## config.mk

```make
export PLATFORM = sky130hd
export DESIGN_NAME = isp_device_flat
export DESIGN_NICKNAME = d
export VERILOG_FILES = /design/src/isp_pkg.sv /design/src/isp_bus_if.sv /design/src/isp_device.sv /design/src/flat_wrapper.sv
export SDC_FILE = /design/constraint.sdc
export NUM_CORES = 1
export LEC_CHECK = 0
export BUFFER_PORTS_ARGS = -buffer_cell sky130_fd_sc_hd__buf_2
export CAP_MARGIN = 10
export CORE_MARGIN = 2
export CORE_UTILIZATION = 54
export DETAILED_ROUTE_END_ITERATION = 12
export PLACE_DENSITY = 0.75
export SLEW_MARGIN = 20
export SYNTH_ARGS = -nofsm -noshare
export SYNTH_HDL_FRONTEND = slang
export SYNTH_SLANG_ARGS = --single-unit
```

## constraint.sdc

```tcl
create_clock -name clk -period 3.19 [get_ports clk]
set_input_delay 0.1595 -clock clk [delete_from_list [all_inputs] [get_ports clk]]
set_output_delay 0.1595 -clock clk [all_outputs]
set_load 0.005 [all_outputs]
```

## src/isp_pkg.sv

```systemverilog
// shared constants and types for the isa slave host port
package isp_pkg;
  localparam int unsigned ADDR_W       = 20;
  localparam int unsigned DATA_W       = 16;
  localparam int unsigned IO_ADDR_W    = 16;
  localparam int unsigned NUM_IRQ      = 4;
  localparam int unsigned NUM_DMA      = 3;
  localparam int unsigned CLK_PERIOD_NS = 4;
  localparam int unsigned RESET_STABLE_NS = 400;
  localparam int unsigned RESET_STABLE_CYC =
    (RESET_STABLE_NS + CLK_PERIOD_NS - 1) / CLK_PERIOD_NS;
  // eight 16-bit ports across sixteen byte locations
  localparam int unsigned IO_PORTS     = 8;
  localparam int unsigned IO_SPAN_W    = 4;
  localparam int unsigned PORT_IDX_W   = 3;
  // 4-Kbyte memory window
  localparam int unsigned MEM_SPAN_W   = 12;
  // bus control and queue port indices, bus control field positions and reset value
  localparam logic [2:0] BUS_CTL_PORT  = 3'h7;
  localparam logic [2:0] ISQ_PORT      = 3'h6;
  localparam int unsigned MEM_EN_BIT   = 10;
  localparam int unsigned RDY_DIS_BIT  = 11;
  localparam logic [15:0] BUS_CTL_RST  = 16'h0000;
  // default base addresses (arbitrary)
  localparam logic [15:0] IO_BASE_DEF  = 16'h0300;
  localparam logic [19:0] MEM_BASE_DEF = 20'hd0000;
  localparam logic [19:0] ROM_BASE_DEF = 20'hc8000;
  localparam int unsigned ROM_SPAN_W   = 14;
  localparam int unsigned WAIT_CYC     = 2;
  typedef enum logic [1:0] {HOP_IDLE, HOP_ACT, HOP_HOLD} isp_hop_type;
endpackage : isp_pkg

```

## src/isp_bus_if.sv

```systemverilog
// isa pin bundle joining host end and device end
`timescale 1ns/1ns
interface isp_bus_if;
  logic [19:0] sa;
  logic [15:0] sdHost;
  logic        sdHostOe;
  logic [15:0] sdDev;
  logic        sdDevOe;
  logic        resetHi;
  logic        aen;
  logic        memRdN;
  logic        memWrN;
  logic        ioRdN;
  logic        ioWrN;
  logic        refreshN;
  logic        sbheN;
  logic        extMemSelectN;
  logic [2:0]  dmaAckN;
  logic        testN;
  logic        memCs16Oe;
  logic        ioCs16Oe;
  logic        chanRdyOe;
  logic [3:0]  irqOut;
  logic [3:0]  irqOe;
  logic [2:0]  dmaReq;
  logic [2:0]  dmaReqOe;
  logic        bootRomSelectN;
  logic        serialMemDout;
  modport device (
    input  sa, sdHost, sdHostOe, resetHi, aen, memRdN, memWrN, ioRdN, ioWrN,
           refreshN, sbheN, extMemSelectN, dmaAckN, testN,
    output sdDev, sdDevOe, memCs16Oe, ioCs16Oe, chanRdyOe, irqOut, irqOe,
           dmaReq, dmaReqOe, bootRomSelectN, serialMemDout
  );
  modport host (
    output sa, sdHost, sdHostOe, resetHi, aen, memRdN, memWrN, ioRdN, ioWrN,
           refreshN, sbheN, extMemSelectN, dmaAckN, testN,
    input  sdDev, sdDevOe, memCs16Oe, ioCs16Oe, chanRdyOe, irqOut, irqOe,
           dmaReq, dmaReqOe, bootRomSelectN, serialMemDout
  );
endinterface : isp_bus_if

```

## src/isp_device.sv

```systemverilog
// device end of the isa slave host port
`timescale 1ns/1ns
module isp_device #(
  parameter logic [15:0] IO_BASE  = isp_pkg::IO_BASE_DEF,
  parameter logic [19:0] MEM_BASE = isp_pkg::MEM_BASE_DEF,
  parameter logic [19:0] ROM_BASE = isp_pkg::ROM_BASE_DEF
) (
  // clock and reset
  input  wire logic        clk,
  input  wire logic        resetn,
  // isa pins
  isp_bus_if.device        bus,
  // internal user side
  input  wire logic        irqEvent,
  input  wire logic [1:0]  irqSelect,
  input  wire logic        dmaWant,
  input  wire logic [1:0]  dmaSelect,
  input  wire logic        serialMemData,
  input  wire logic        scanOut,
  input  wire logic        userReady,
  output logic             scanClk,
  output logic             dmaAckSeen,
  output logic             portResetHi
);
  // synchroniser stages for the strobe and control pins; sa, sdHost and sbheN are used unsynchronised
  localparam int unsigned SW = 9;
  logic [SW-1:0] syncA_q;
  logic [SW-1:0] syncB_q;
  wire  [SW-1:0] rawIn = {bus.resetHi, bus.aen, bus.memRdN, bus.memWrN, bus.ioRdN,
                          bus.ioWrN, bus.refreshN, bus.testN, bus.sbheN};
  always_ff @(posedge clk)
  begin
    syncA_q <= rawIn;
    syncB_q <= syncA_q;
  end
  wire rstS = syncB_q[8];
  wire aenS = syncB_q[7];
  wire memRdS = ~syncB_q[6];
  wire memWrS = ~syncB_q[5];
  wire ioRdS = ~syncB_q[4];
  wire ioWrS = ~syncB_q[3];
  wire refS = ~syncB_q[2];
  wire testS = ~syncB_q[1];
  logic [2:0] ackA_q;
  logic [2:0] ackB_q;
  logic       xselA_q;
  logic       xselB_q;
  always_ff @(posedge clk)
  begin
    ackA_q  <= ~bus.dmaAckN;
    ackB_q  <= ackA_q;
    xselA_q <= ~bus.extMemSelectN;
    xselB_q <= xselA_q;
  end

  logic [8:0] rstCnt_q;
  logic       portRst_q;
  always_ff @(posedge clk)
  begin
    if (!resetn || !rstS)
    begin
      rstCnt_q  <= 9'h000;
      portRst_q <= 1'b0;
    end
    else if (rstCnt_q < 9'(isp_pkg::RESET_STABLE_CYC))
      rstCnt_q <= rstCnt_q + 9'h001;
    else
      portRst_q <= 1'b1;
  end
  assign portResetHi = portRst_q;
  wire inReset = !resetn || portRst_q;

  wire ioHit  = (bus.sa[15:4] == IO_BASE[15:4]) && !aenS && !testS;
  wire memHit = (bus.sa[19:12] == MEM_BASE[19:12]) && xselB_q;
  wire romHit = bus.sa[19:14] == ROM_BASE[19:14];
  wire [2:0] portIdx = bus.sa[3:1];
  wire ioRd  = ioRdS && ioHit && !refS;
  wire ioWr  = ioWrS && ioHit && !refS;
  wire memRd = memRdS && !refS;
  wire memWr = memWrS && !refS;
  wire [2:0] ackV = refS ? 3'h0 : ackB_q;

  // i/o port registers
  logic [15:0] ports_q [isp_pkg::IO_PORTS];
  logic        ioWrD_q;
  logic        memWrD_q;
  wire [15:0]  bus_control_reg = ports_q[isp_pkg::BUS_CTL_PORT];
  wire         memEn  = bus_control_reg[isp_pkg::MEM_EN_BIT];
  wire         rdyDis = bus_control_reg[isp_pkg::RDY_DIS_BIT];
  wire         memMode = memEn && memHit;
  // write on strobe leading edge, high byte only with enable
  always_ff @(posedge clk)
  begin
    ioWrD_q  <= ioWr;
    memWrD_q <= memWr && memMode;
    if (inReset)
    begin
      for (int i = 0; i < isp_pkg::IO_PORTS; i++)
        ports_q[i] <= (i == int'(isp_pkg::BUS_CTL_PORT)) ? isp_pkg::BUS_CTL_RST : 16'h0000;
    end
    else if ((ioWr && !ioWrD_q) || (memWr && memMode && !memWrD_q))
    begin
      ports_q[portIdx][7:0] <= bus.sdHost[7:0];
      if (!bus.sbheN)
        ports_q[portIdx][15:8] <= bus.sdHost[15:8];
    end
  end

  // interrupt pending, line and queue read
  logic irqPend_q;
  logic irqLine_q;
  logic ioRdD_q;
  logic memRdD_q;
  wire  isqRead = ioRd && !ioRdD_q && portIdx == isp_pkg::ISQ_PORT;
  wire  rdStart = (ioRd && !ioRdD_q) || (memRd && memMode && !memRdD_q);
  always_ff @(posedge clk)
  begin
    ioRdD_q  <= ioRd;
    memRdD_q <= memRd && memMode;
    if (inReset)
    begin
      irqPend_q <= 1'b0;
      irqLine_q <= 1'b0;
    end
    else if (irqEvent)
    begin
      irqPend_q <= 1'b1;
      irqLine_q <= 1'b1;
    end
    else if (isqRead)
    begin
      irqPend_q <= 1'b0;
      // line drops only once the queue reads back empty
      if (!irqPend_q)
        irqLine_q <= 1'b0;
    end
  end

  logic [15:0] rdData_q;
  logic        rdOe_q;
  always_ff @(posedge clk)
  begin
    if (inReset)
    begin
      rdData_q <= 16'h0000;
      rdOe_q   <= 1'b0;
    end
    else
    begin
      rdOe_q <= ioRd || (memRd && memMode);
      // word held from the first strobe cycle, so a queue read keeps its value
      if (rdStart)
        rdData_q <= (portIdx == isp_pkg::ISQ_PORT) ? {15'h0000, irqPend_q} : ports_q[portIdx];
    end
  end
  assign bus.sdDev   = rdData_q;
  assign bus.sdDevOe = rdOe_q;

  assign bus.ioCs16Oe  = ioHit && !inReset;
  assign bus.memCs16Oe = memMode && !inReset;
  // ready stretch counted down over WAIT_CYC cycles with userReady high
  logic [1:0] waitCnt_q;
  always_ff @(posedge clk)
  begin
    if (inReset)
      waitCnt_q <= 2'h0;
    else if (rdStart && waitCnt_q == 2'h0 && !rdyDis)
      waitCnt_q <= 2'(isp_pkg::WAIT_CYC);
    else if (waitCnt_q != 2'h0 && userReady)
      waitCnt_q <= waitCnt_q - 2'h1;
  end
  assign bus.chanRdyOe = !rdyDis && waitCnt_q != 2'h0;

  genvar g;
  for (g = 0; g < isp_pkg::NUM_IRQ; g++)
  begin : gIrq
    assign bus.irqOe[g]  = !inReset && irqSelect == 2'(g);
    assign bus.irqOut[g] = irqLine_q;
  end
  for (g = 0; g < isp_pkg::NUM_DMA; g++)
  begin : gDma
    assign bus.dmaReqOe[g] = !inReset && dmaSelect == 2'(g);
    assign bus.dmaReq[g]   = dmaWant;
  end
  assign dmaAckSeen = (dmaSelect < 2'h3) ? ackV[dmaSelect] : 1'b0;

  // boot rom select on memory read
  assign bus.bootRomSelectN = !(romHit && memRd);
  assign scanClk           = testS && aenS;
  assign bus.serialMemDout = testS ? scanOut : serialMemData;
endmodule : isp_device

```

## src/flat_wrapper.sv

```systemverilog
// flat-port wrapper written by rule: the top's interface ports become plain ports
module isp_device_flat 
#(
  parameter logic [15:0] IO_BASE  = isp_pkg::IO_BASE_DEF,
  parameter logic [19:0] MEM_BASE = isp_pkg::MEM_BASE_DEF,
  parameter logic [19:0] ROM_BASE = isp_pkg::ROM_BASE_DEF
)
  (clk, resetn, irqEvent, irqSelect, dmaWant, dmaSelect, serialMemData, scanOut, userReady, scanClk, dmaAckSeen, portResetHi, bus_sa, bus_sdHost, bus_sdHostOe, bus_resetHi, bus_aen, bus_memRdN, bus_memWrN, bus_ioRdN, bus_ioWrN, bus_refreshN, bus_sbheN, bus_extMemSelectN, bus_dmaAckN, bus_testN, bus_sdDev, bus_sdDevOe, bus_memCs16Oe, bus_ioCs16Oe, bus_chanRdyOe, bus_irqOut, bus_irqOe, bus_dmaReq, bus_dmaReqOe, bus_bootRomSelectN, bus_serialMemDout);
  isp_bus_if bus_i ();
  input  wire logic clk;
  input  wire logic resetn;
  input  wire logic irqEvent;
  input  wire logic [1:0] irqSelect;
  input  wire logic dmaWant;
  input  wire logic [1:0] dmaSelect;
  input  wire logic serialMemData;
  input  wire logic scanOut;
  input  wire logic userReady;
  output logic scanClk;
  output logic dmaAckSeen;
  output logic portResetHi;
  input wire logic [$bits(bus_i.sa)-1:0] bus_sa;
  input wire logic [$bits(bus_i.sdHost)-1:0] bus_sdHost;
  input wire logic [$bits(bus_i.sdHostOe)-1:0] bus_sdHostOe;
  input wire logic [$bits(bus_i.resetHi)-1:0] bus_resetHi;
  input wire logic [$bits(bus_i.aen)-1:0] bus_aen;
  input wire logic [$bits(bus_i.memRdN)-1:0] bus_memRdN;
  input wire logic [$bits(bus_i.memWrN)-1:0] bus_memWrN;
  input wire logic [$bits(bus_i.ioRdN)-1:0] bus_ioRdN;
  input wire logic [$bits(bus_i.ioWrN)-1:0] bus_ioWrN;
  input wire logic [$bits(bus_i.refreshN)-1:0] bus_refreshN;
  input wire logic [$bits(bus_i.sbheN)-1:0] bus_sbheN;
  input wire logic [$bits(bus_i.extMemSelectN)-1:0] bus_extMemSelectN;
  input wire logic [$bits(bus_i.dmaAckN)-1:0] bus_dmaAckN;
  input wire logic [$bits(bus_i.testN)-1:0] bus_testN;
  output wire logic [$bits(bus_i.sdDev)-1:0] bus_sdDev;
  output wire logic [$bits(bus_i.sdDevOe)-1:0] bus_sdDevOe;
  output wire logic [$bits(bus_i.memCs16Oe)-1:0] bus_memCs16Oe;
  output wire logic [$bits(bus_i.ioCs16Oe)-1:0] bus_ioCs16Oe;
  output wire logic [$bits(bus_i.chanRdyOe)-1:0] bus_chanRdyOe;
  output wire logic [$bits(bus_i.irqOut)-1:0] bus_irqOut;
  output wire logic [$bits(bus_i.irqOe)-1:0] bus_irqOe;
  output wire logic [$bits(bus_i.dmaReq)-1:0] bus_dmaReq;
  output wire logic [$bits(bus_i.dmaReqOe)-1:0] bus_dmaReqOe;
  output wire logic [$bits(bus_i.bootRomSelectN)-1:0] bus_bootRomSelectN;
  output wire logic [$bits(bus_i.serialMemDout)-1:0] bus_serialMemDout;
  assign bus_i.sa = bus_sa;
  assign bus_i.sdHost = bus_sdHost;
  assign bus_i.sdHostOe = bus_sdHostOe;
  assign bus_i.resetHi = bus_resetHi;
  assign bus_i.aen = bus_aen;
  assign bus_i.memRdN = bus_memRdN;
  assign bus_i.memWrN = bus_memWrN;
  assign bus_i.ioRdN = bus_ioRdN;
  assign bus_i.ioWrN = bus_ioWrN;
  assign bus_i.refreshN = bus_refreshN;
  assign bus_i.sbheN = bus_sbheN;
  assign bus_i.extMemSelectN = bus_extMemSelectN;
  assign bus_i.dmaAckN = bus_dmaAckN;
  assign bus_i.testN = bus_testN;
  assign bus_sdDev = bus_i.sdDev;
  assign bus_sdDevOe = bus_i.sdDevOe;
  assign bus_memCs16Oe = bus_i.memCs16Oe;
  assign bus_ioCs16Oe = bus_i.ioCs16Oe;
  assign bus_chanRdyOe = bus_i.chanRdyOe;
  assign bus_irqOut = bus_i.irqOut;
  assign bus_irqOe = bus_i.irqOe;
  assign bus_dmaReq = bus_i.dmaReq;
  assign bus_dmaReqOe = bus_i.dmaReqOe;
  assign bus_bootRomSelectN = bus_i.bootRomSelectN;
  assign bus_serialMemDout = bus_i.serialMemDout;
  isp_device #(.IO_BASE(IO_BASE), .MEM_BASE(MEM_BASE), .ROM_BASE(ROM_BASE)) u_core (.clk(clk), .resetn(resetn), .bus(bus_i), .irqEvent(irqEvent), .irqSelect(irqSelect), .dmaWant(dmaWant), .dmaSelect(dmaSelect), .serialMemData(serialMemData), .scanOut(scanOut), .userReady(userReady), .scanClk(scanClk), .dmaAckSeen(dmaAckSeen), .portResetHi(portResetHi));
endmodule
```

==> results.sh, run 1 <==
export IMPL_drtPass1Iterations=5
export IMPL_avgViaCountPerCell=6.04
export IMPL_drtAntennaViolNets=0
export IMPL_crit_chain="nand3_1 > or3_4 > o2bb2a_4 > buf_12 > o21ai_0 > buf_4"
export IMPL_async_reset_ff_share_pct=0
export IMPL_ys_warn_count=0
export IMPL_worstPathRequired_ns=3.33
export IMPL_drive_gt1_share_pct=28.6
export IMPL_h_tree_depth=4
export IMPL_slowest_stage="or3_4"
export IMPL_port_buffers=93
export IMPL_grt_pass1_wl_mm=27.9
export IMPL_worst_pin_slew_ns=0.983
export IMPL_cp_start_kind="register"
export IMPL_syn_nets=694
export IMPL_finalSetupViolCount=0
export IMPL_layout_nets=789
export IMPL_layoutNonFillerInstCount=919
export IMPL_worst_r2r_endpoint="u_core.ports_q[3][3]$_SDFFCE_PN0P_"
export IMPL_synth_seq_cells=171
export IMPL_grt_max_degree=126
export IMPL_synth_edf_count=112
export IMPL_max_vdd_ir_drop_v=0.000403
export IMPL_gp_congestion=0.853
export IMPL_syn_area_sq_um=7560
export IMPL_r2r_start="u_core.ports_q[7][10]$_SDFFCE_PN0P_"
export IMPL_p_leak_nw=3.32
export IMPL_clk_latency_ns=0.43
export IMPL_fin_crit_ns=2.39
export IMPL_fin_crit_sh_pct=75.0
export IMPL_numCtsBuffers=17
export IMPL_rsz0062_at_grt="false"
export IMPL_start_util_pct=54.9
export IMPL_slew_headroom_pct=34.0
export IMPL_finalHoldViolations=0
export IMPL_critPathCaptureType="register"
export IMPL_antenna_found_initial=0
export IMPL_die_area_sq_um=15000
export IMPL_clock_fmax_mhz=418
export IMPL_tns_ns=0
export IMPL_outcome="completed"
export IMPL_max_stage_delay_ns=0.42
export IMPL_clk_pin_slew_ns=0.06
export IMPL_post_synth_cell_area_avg_sq_um=12.0
export IMPL_drt_total_wl_mm=17.8
export IMPL_rrSetupSlack_ns=0.80
export IMPL_drtIter0Drc=752
export IMPL_worstHoldPathType="in2reg"
export IMPL_power_density_nw_per_um2=528
export IMPL_cts_resized=0
export IMPL_min_delay_start="resetn"
export IMPL_rows=43
export IMPL_synth_cells=631
export IMPL_cts_root_buf="clkbuf_16"
export IMPL_clockBufferDepth=2
export IMPL_hpwl_mm=11.9
export IMPL_syn2layout_area_growth_pct=17.0
export IMPL_vias=5548
export IMPL_min_path_cells=2
export IMPL_remaining_drc_errors=0
export IMPL_cts_tree="built"
export IMPL_routedWlPerCell_um=19.4
export IMPL_power_w=0.00467
export IMPL_die_h_um=122
export IMPL_cp_max_fo=125
export IMPL_synth_ff_type="edfxtp_1"
export IMPL_crit_buf_inv=2
export IMPL_n_antenna_cell=0
export IMPL_grt_pass1_vias=5300
export IMPL_pin_count=100
export IMPL_grt_usage_pct=24.8
export IMPL_dp_cells=875
export IMPL_ys_seq_area_share_pct=60.1
export IMPL_maxCapViolations=0
export IMPL_holdPathEnd="u_core.rstCnt_q[8]$_SDFFE_PP0N_"
export IMPL_drv_slew=0
export IMPL_grt_overflow=0
export IMPL_r2r_cells=6
export IMPL_synth_distinct_cells=58
export IMPL_critical_path_top_delay_family="compound AO/OA/AOI/OAI gates"
export IMPL_cts_sinks=171
export IMPL_die_w_um=122
export IMPL_skew_ns=0.0106
export IMPL_core_sq_um=13800
export IMPL_crit_arrival_ns=2.54
export IMPL_criticalPathCategory="reg2reg"
==> per-layer routing <==
layer	wire length, um	track usage [%]
met2	8550	40.4
met3	1710	5.86
met1	7200	32.5
met5	0	0
met4	353	8.91
==> per-stage QoR <==
| step | hold slack, ns | setup slack (ns) | area [sq um] | util (%) |
|---|---|---|---|---|
| after floorplan | 0.187 | 0.446 | 7560 | - |
| after global placement | 0.263 | 0.283 | 8200 | 59.5 |
| after detailed placement | 0.263 | 0.472 | 8200 | 59.5 |
| after CTS | 0.0181 | 0.817 | 8850 | 64.3 |
| after global routing | 0.0406 | 0.693 | 8850 | 64.3 |
| final | 0.0306 | 0.797 | 8850 | 64.3 |
==> flip-flops by register name (all words and copies together), names as in the netlist, 2 cells and up <==
| name | count |
|---|---|
| u_core.ackB_q | 3 |
| u_core.ackA_q | 3 |
| u_core.syncA_q | 8 |
| u_core.syncB_q | 8 |
| u_core.waitCnt_q | 2 |
| u_core.ports_q | 112 |
| u_core.bus.sdDev | 16 |
| u_core.rstCnt_q | 9 |
==> layout make-up <==
type                       count  area (sq um)
sequential                   171          4540
inverter                      16          60.1
tap                          180           225
timing repair buffer         138           846
fill                        1031          4920
clock inverter                 7          42.5
multi-input combinational    382          2650
clock buffer                  25           487
==> synth_stat cells, types with 6 or more instances <==
| library cell | count | share of area [%] |
|---|---|---|
| a211oi_1 | 13 | 1.3 |
| a21oi_1 | 7 | 0.46 |
| and3_1 | 8 | 0.66 |
| buf_1 | 10 | 0.50 |
| buf_4 | 8 | 0.79 |
| buf_6 | 7 | 1.0 |
| clkbuf_1 | 34 | 1.7 |
| dfxtp_1 | 59 | 16 |
| edfxtp_1 | 112 | 44 |
| inv_1 | 15 | 0.74 |
| mux2_2 | 14 | 2.1 |
| mux2i_1 | 23 | 3.0 |
| mux4_2 | 6 | 1.8 |
| nand2_1 | 37 | 1.8 |
| nand3_1 | 7 | 0.46 |
| nor2_1 | 26 | 1.3 |
| nor2b_1 | 8 | 0.66 |
| nor3_1 | 94 | 6.2 |
| nor3_2 | 22 | 2.9 |
| nor3b_1 | 10 | 0.99 |
| o21ai_0 | 16 | 1.1 |
| o31ai_1 | 11 | 1.1 |
| or3b_2 | 6 | 0.70 |
==> layout by cell type (no fill, tap or decap), types with 5 or more instances in the layout <==
cell	instances
a211oi_1	13
a21oi_1	7
a221oi_1	5
and3_1	8
buf_2	93
buf_4	32
clkbuf_16	17
clkinv_2	5
dfxtp_1	59
dlygate4sd3_1	12
edfxtp_1	112
inv_1	15
mux2_2	14
mux2i_1	23
mux4_2	6
nand2_1	37
nand3_1	7
nor2_1	26
nor2b_1	7
nor3_1	94
nor3_2	22
nor3b_1	10
o21ai_0	15
o31ai_1	11
or3b_2	6
xor2_1	5
==> how the worst max path moves through the flow <==
stage	endpoint	startpoint	cells after the start	slack (ns)
floorplan	u_core.ports_q[1][10]$_SDFFCE_PN0P_	bus_sa[13]	6	0.45
finish	u_core.ports_q[3][3]$_SDFFCE_PN0P_	u_core.ports_q[7][10]$_SDFFCE_PN0P_	6	0.80
detailed placement	u_core.ports_q[3][6]$_SDFFCE_PN0P_	bus_sa[13]	7	0.47
global placement	u_core.ports_q[5][6]$_SDFFCE_PN0P_	bus_sa[13]	5	0.28
global route	u_core.ports_q[3][3]$_SDFFCE_PN0P_	u_core.ports_q[7][10]$_SDFFCE_PN0P_	6	0.69
CTS	u_core.ports_q[3][3]$_SDFFCE_PN0P_	u_core.ports_q[7][10]$_SDFFCE_PN0P_	6	0.82
==> report_power, final <==
part	switching, W	total [W]	internal [W]
logic	0.000220	0.000366	0.000146
registers	0.0000254	0.00245	0.00242
clock network	0.000798	0.00185	0.00106
total	0.00104	0.00467	0.00362
==> cell families after synthesis <==
| kind of cell | synth area share [%] |
|---|---|
| AOI/OAI and AO/OA | 8.62 |
| adders and majority gates | 0.331 |
| and+or+nand+nor | 18.3 |
| xor gates and xnor gates | 0.695 |
| DFF | 60.1 |
| muxes | 6.92 |
| buffers and inverters | 5.01 |
==> repair_timing <==
item / 4_1_cts / 5_1_grt
buffers inserted: 0 / 0
hold endpoints to repair: 12 / 0
hold buffers: 12 / 0
No activity file was read; power rests on OpenSTA's default activity.
==> run 2: changes to the inputs <==
Settings changed: CORE_UTILIZATION 54 to 52, PLACE_DENSITY 0.75 to 0.76.
Clock period 3.19 ns to 2.1 ns, I/O delays scaled along.
==> results.sh, run 2 (same netlist as run 1, synthesis figures left out) <==
export IMPL_setup_slack_ns=0.00695
export IMPL_grt_overflow=0
export IMPL_cp_max_fo=15
export IMPL_comb_power_share_pct=7.8
export IMPL_maxCapViolations=0
export IMPL_gp_congestion=0.887
export IMPL_met3_usage_pct=5.97
export IMPL_port_buffers=93
export IMPL_clock_fmax_mhz=478
export IMPL_top_usage_layer="met2"
export IMPL_crit_arrival_ns=2.25
export IMPL_worstPathRequired_ns=2.25
export IMPL_clockBufferDepth=2
export IMPL_tns_ns=0
export IMPL_cp_start_kind="register"
export IMPL_largest_reg_flops=112
export IMPL_drv_slew=0
export IMPL_multiInputGateArea_sq_um=2810
export IMPL_remaining_drc_errors=0
export IMPL_rows=44
export IMPL_grt_usage_pct=25.0
export IMPL_max_vdd_ir_drop_v=0.000616
export IMPL_numCtsBuffers=17
export IMPL_dp_slack_ns=-0.209
export IMPL_drive_gt1_share_pct=34.0
export IMPL_drt_total_wl_mm=19.2
export IMPL_skew_ns=0.0164
export IMPL_n_antenna_cell=0
export IMPL_seq_area_sq_um=4550
export IMPL_cts_tree="built"
export IMPL_die_area_sq_um=15500
export IMPL_fin_crit_sh_pct=99.7
export IMPL_vias=5731
export IMPL_layout_nets=818
export IMPL_p_seq_share_pct=47.7
export IMPL_criticalPathCategory="reg2reg"
export IMPL_fin_crit_ns=2.09
export IMPL_layoutNonFillerInstCount=952
export IMPL_filler_cell_count=1034
export IMPL_finalSetupViolCount=0
export IMPL_routedWlPerCell_um=20.1
export IMPL_drtPass1Iterations=7
export IMPL_clk_pin_slew_ns=0.07
export IMPL_grtUsageMet2_pct=39.3
export IMPL_power_density_nw_per_um2=828
export IMPL_clkPwrFrac_pct=44.5
export IMPL_utilization_pct=65.7
export IMPL_dp_cells=905
export IMPL_cts_root_buf="clkbuf_16"
export IMPL_grt_pass1_vias=5628
export IMPL_netSwitchingFraction_pct=22.3
export IMPL_cts_sinks=171
export IMPL_clk_latency_ns=0.44
export IMPL_grt_pass1_wl_mm=30.4
export IMPL_die_w_um=125
export IMPL_switchingPower_w=0.00174
export IMPL_h_tree_depth=4
export IMPL_timing_hold_ws_ns=0.158
export IMPL_p_leak_nw=3.55
export IMPL_rrSetupSlack_ns=0.007
export IMPL_critPathCaptureType="register"
export IMPL_pin_count=100
export IMPL_antenna_found_initial=0
export IMPL_p_int_w=0.00608
export IMPL_hpwl_mm=13.0
export IMPL_syn2layout_area_growth_pct=24.9
export IMPL_drtIter0Drc=745
export IMPL_start_util_pct=52.6
export IMPL_drtAntennaViolNets=0
export IMPL_worstHoldPathType="in2reg"
export IMPL_core_sq_um=14400
export IMPL_mostFrequentLayoutCells="edfxtp_1, nor3_1, buf_2"
export IMPL_grt_max_degree=49
export IMPL_worst_pin_slew_ns=0.528
export IMPL_rsz0062_at_grt="true"
export IMPL_avgViaCountPerCell=6.02
export IMPL_largest_register="u_core.ports_q"
export IMPL_layout_commonest_cell="edfxtp_1"
export IMPL_outcome="completed"
export IMPL_die_h_um=125
export IMPL_postCtsSetupBuffers=0
export IMPL_slew_headroom_pct=64.7
export IMPL_use_met1_pct=34.1
export IMPL_finalHoldViolations=0
## run 2: timing repair
| item | CTS | global route |
|---|---|---|
| hold endpoints to repair | 16 | 0 |
| gates resized for setup | 1 | 7 |
| hold buffers | 14 | 0 |
| endpoints found under the setup margin | 24 | 125 |
| gates cloned | 0 | 1 |
| pin swaps | 0 | 1 |
## run 2: final timing paths
kind	start	cells after the start	to
worst min-delay path	userReady	4	u_core.waitCnt_q[0]$_SDFFE_PP0P_
worst min register to register	u_core.ackA_q[0]$_DFF_P_	0	u_core.ackB_q[0]$_DFF_P_
worst max register to register	u_core.ports_q[7][10]$_SDFFCE_PN0P_	5	u_core.ports_q[2][13]$_SDFFCE_PN0P_
worst max-delay path	u_core.ports_q[7][10]$_SDFFCE_PN0P_	5	u_core.ports_q[2][13]$_SDFFCE_PN0P_
## run 2: layout make-up
| type | count | share of cell area [%] |
|---|---|---|
| Multi-Input combinational cell | 383 | 29.8 |
| Inverter | 16 | 0.636 |
| Tap cell | 184 | 2.44 |
| Sequential cell | 171 | 48.1 |
| Clock inverter | 15 | 2.49 |
| Timing Repair Buffer | 166 | 12.0 |
| Clock buffer | 17 | 4.51 |
## run 2: power groups by stage
stage,sequential (W),clock (W),combinational (W)
after floorplan,0.00377,0,0.000350
after global placement,0.00379,0,0.000561
after detailed placement,0.00380,0,0.000578
after CTS,0.00373,0.00350,0.000605
after global routing,0.00373,0.00364,0.000664
final,0.00373,0.00348,0.000613
## run 2: worst max-delay path, cell delays in order, from the launching register on
cell,delay [ns]
edfxtp_1,0.39
nand3_2,0.11
or3_4,0.46
o2bb2a_4,0.38
o31ai_4,0.27
buf_4,0.19
## run 2: through the flow
| step | power, W | instance area, sq um |
|---|---|---|
| global placement | 0.00435 | 8600 |
| floorplan | 0.00412 | 7720 |
| global route | 0.00804 | 9440 |
| finish | 0.00782 | 9440 |
| detailed placement | 0.00438 | 8600 |
| CTS | 0.00783 | 9410 |
## run 2: layer usage
| layer | up-vias | routed length [um] | share of wire (%) |
|---|---|---|---|
| li1 | 2633 | - | - |
| met1 | 2755 | 7690 | 40 |
| met2 | 315 | 9250 | 48 |
| met3 | 28 | 1890 | 9.8 |
| met4 | 0 | 349 | 1.8 |
| met5 | - | 0 | 0 |
==> run 3: changes to the inputs <==
Settings changed: CORE_UTILIZATION 52 to 54, PLACE_DENSITY 0.76 to 0.75, REMOVE_ABC_BUFFERS set to 1.
Clock period 2.1 ns to 2.36 ns, I/O delays scaled along.
==> results.sh, run 3 (same netlist as run 1, synthesis figures left out) <==
export IMPL_finalSetupViolCount=0
export IMPL_critPathCaptureType="register"
export IMPL_cts_sinks=171
export IMPL_slew_headroom_pct=48.7
export IMPL_mostFrequentLayoutCells="edfxtp_1, nor3_1, buf_2"
export IMPL_drtAntennaViolNets=0
export IMPL_die_area_sq_um=15000
export IMPL_h_tree_depth=4
export IMPL_antenna_found_initial=0
export IMPL_worst_pin_slew_ns=0.766
export IMPL_skew_ns=0.00479
export IMPL_grt_max_degree=49
export IMPL_drtPass1Iterations=5
export IMPL_cp_max_fo=29
export IMPL_clk_pin_slew_ns=0.06
export IMPL_p_leak_nw=3.50
export IMPL_avgViaCountPerCell=5.99
export IMPL_cp_start_kind="register"
export IMPL_tns_ns=0
export IMPL_fin_crit_sh_pct=89.1
export IMPL_grt_pass1_vias=5671
export IMPL_die_h_um=122
export IMPL_pin_count=100
export IMPL_port_buffers=93
export IMPL_criticalPathCategory="reg2reg"
export IMPL_max_vdd_ir_drop_v=0.000555
export IMPL_start_util_pct=54.9
export IMPL_cts_tree="built"
export IMPL_vias=5675
export IMPL_worstPathRequired_ns=2.50
export IMPL_largest_reg_flops=112
export IMPL_clk_latency_ns=0.43
export IMPL_n_antenna_cell=0
export IMPL_fin_area_sq_um=9170
export IMPL_grt_overflow=0
export IMPL_numCtsBuffers=17
export IMPL_timing_hold_ws_ns=0.180
export IMPL_maxCapViolations=0
export IMPL_grt_usage_pct=25.5
export IMPL_drt_total_wl_mm=18.6
export IMPL_outcome="completed"
export IMPL_worstHoldPathType="in2reg"
export IMPL_grt_pass1_wl_mm=28.5
export IMPL_drv_slew=0
export IMPL_layout_commonest_cell="edfxtp_1"
export IMPL_routedWlPerCell_um=19.6
export IMPL_cts_resized=0
export IMPL_crit_start="u_core.ports_q[7][10]$_SDFFCE_PN0P_"
export IMPL_clockBufferDepth=2
export IMPL_r2r_start="u_core.ports_q[7][10]$_SDFFCE_PN0P_"
export IMPL_hpwl_mm=12.7
export IMPL_die_w_um=122
export IMPL_drtIter0Drc=654
export IMPL_fin_crit_ns=2.10
export IMPL_syn2layout_area_growth_pct=21.2
export IMPL_drive_gt1_share_pct=31.4
export IMPL_rsz0062_at_grt="false"
export IMPL_crit_arrival_ns=2.25
export IMPL_finalHoldViolations=0
export IMPL_core_sq_um=13800
export IMPL_min_delay_start="userReady"
export IMPL_remaining_drc_errors=0
export IMPL_cts_root_buf="clkbuf_16"
export IMPL_power_density_nw_per_um2=744
export IMPL_place_area_sq_um=8380
export IMPL_clock_fmax_mhz=475
export IMPL_layout_nets=817
export IMPL_gp_congestion=0.905
export IMPL_largest_register="u_core.ports_q"
export IMPL_rows=43
run 3: final cells by class:
type	count	area [sq um]
tap	180	225
clock inverter	12	154
fill	998	4610
timing repair buffer	166	1050
clock buffer	20	489
sequential	171	4540
multi-input combinational	382	2650
inverter	16	60.1
run 3: power breakdown:
group	total (W)	internal, W	switching (W)
clock	0.00300	0.00183	0.00117
sequential	0.00331	0.00327	0.0000355
combinational	0.000517	0.000213	0.000303
run 3: final timing paths:
path,to,slack (ns),cells after the start
max,u_core.ports_q[4][12]$_SDFFCE_PN0P_,0.26,5
min reg2reg,u_core.syncB_q[3]$_DFF_P_,0.33,0
min,u_core.waitCnt_q[0]$_SDFFE_PP0P_,0.18,4
max reg2reg,u_core.ports_q[4][12]$_SDFFCE_PN0P_,0.26,5
run 3: worst max-delay path, stage by stage, from the launching register on:
cell	delay (ns)
edfxtp_1	0.36
nand3_1	0.13
or3_4	0.40
o2bb2a_4	0.33
o31ai_1	0.39
buf_4	0.21
run 3: repair_timing:
action	CTS	global route
endpoints found under the hold margin	14	0
setup buffers	0	0
hold buffers	14	0
run 3: routing by layer:
| layer | part of all wire, % | vias up | track usage, % |
|---|---|---|---|
| met5 | 0 | - | 0 |
| met1 | 39 | 2718 | 31.2 |
| met3 | 9.8 | 29 | 7.43 |
| met2 | 49 | 313 | 42.8 |
| met4 | 1.9 | 0 | 9.55 |
| li1 | - | 2615 | - |
run 3: per-stage QoR:
step | setup WS, ns | cells | power, W | utilization [%]
final | 0.257 | 947 | 0.00682 | 66.6
after global routing | 0.121 | 947 | 0.00700 | 66.6
after CTS | 0.261 | 947 | 0.00682 | 66.6
after detailed placement | -0.0271 | 901 | 0.00386 | 60.9
after global placement | 0.0224 | 901 | 0.00384 | 60.9
after floorplan | -0.657 | 569 | 0.00360 | -
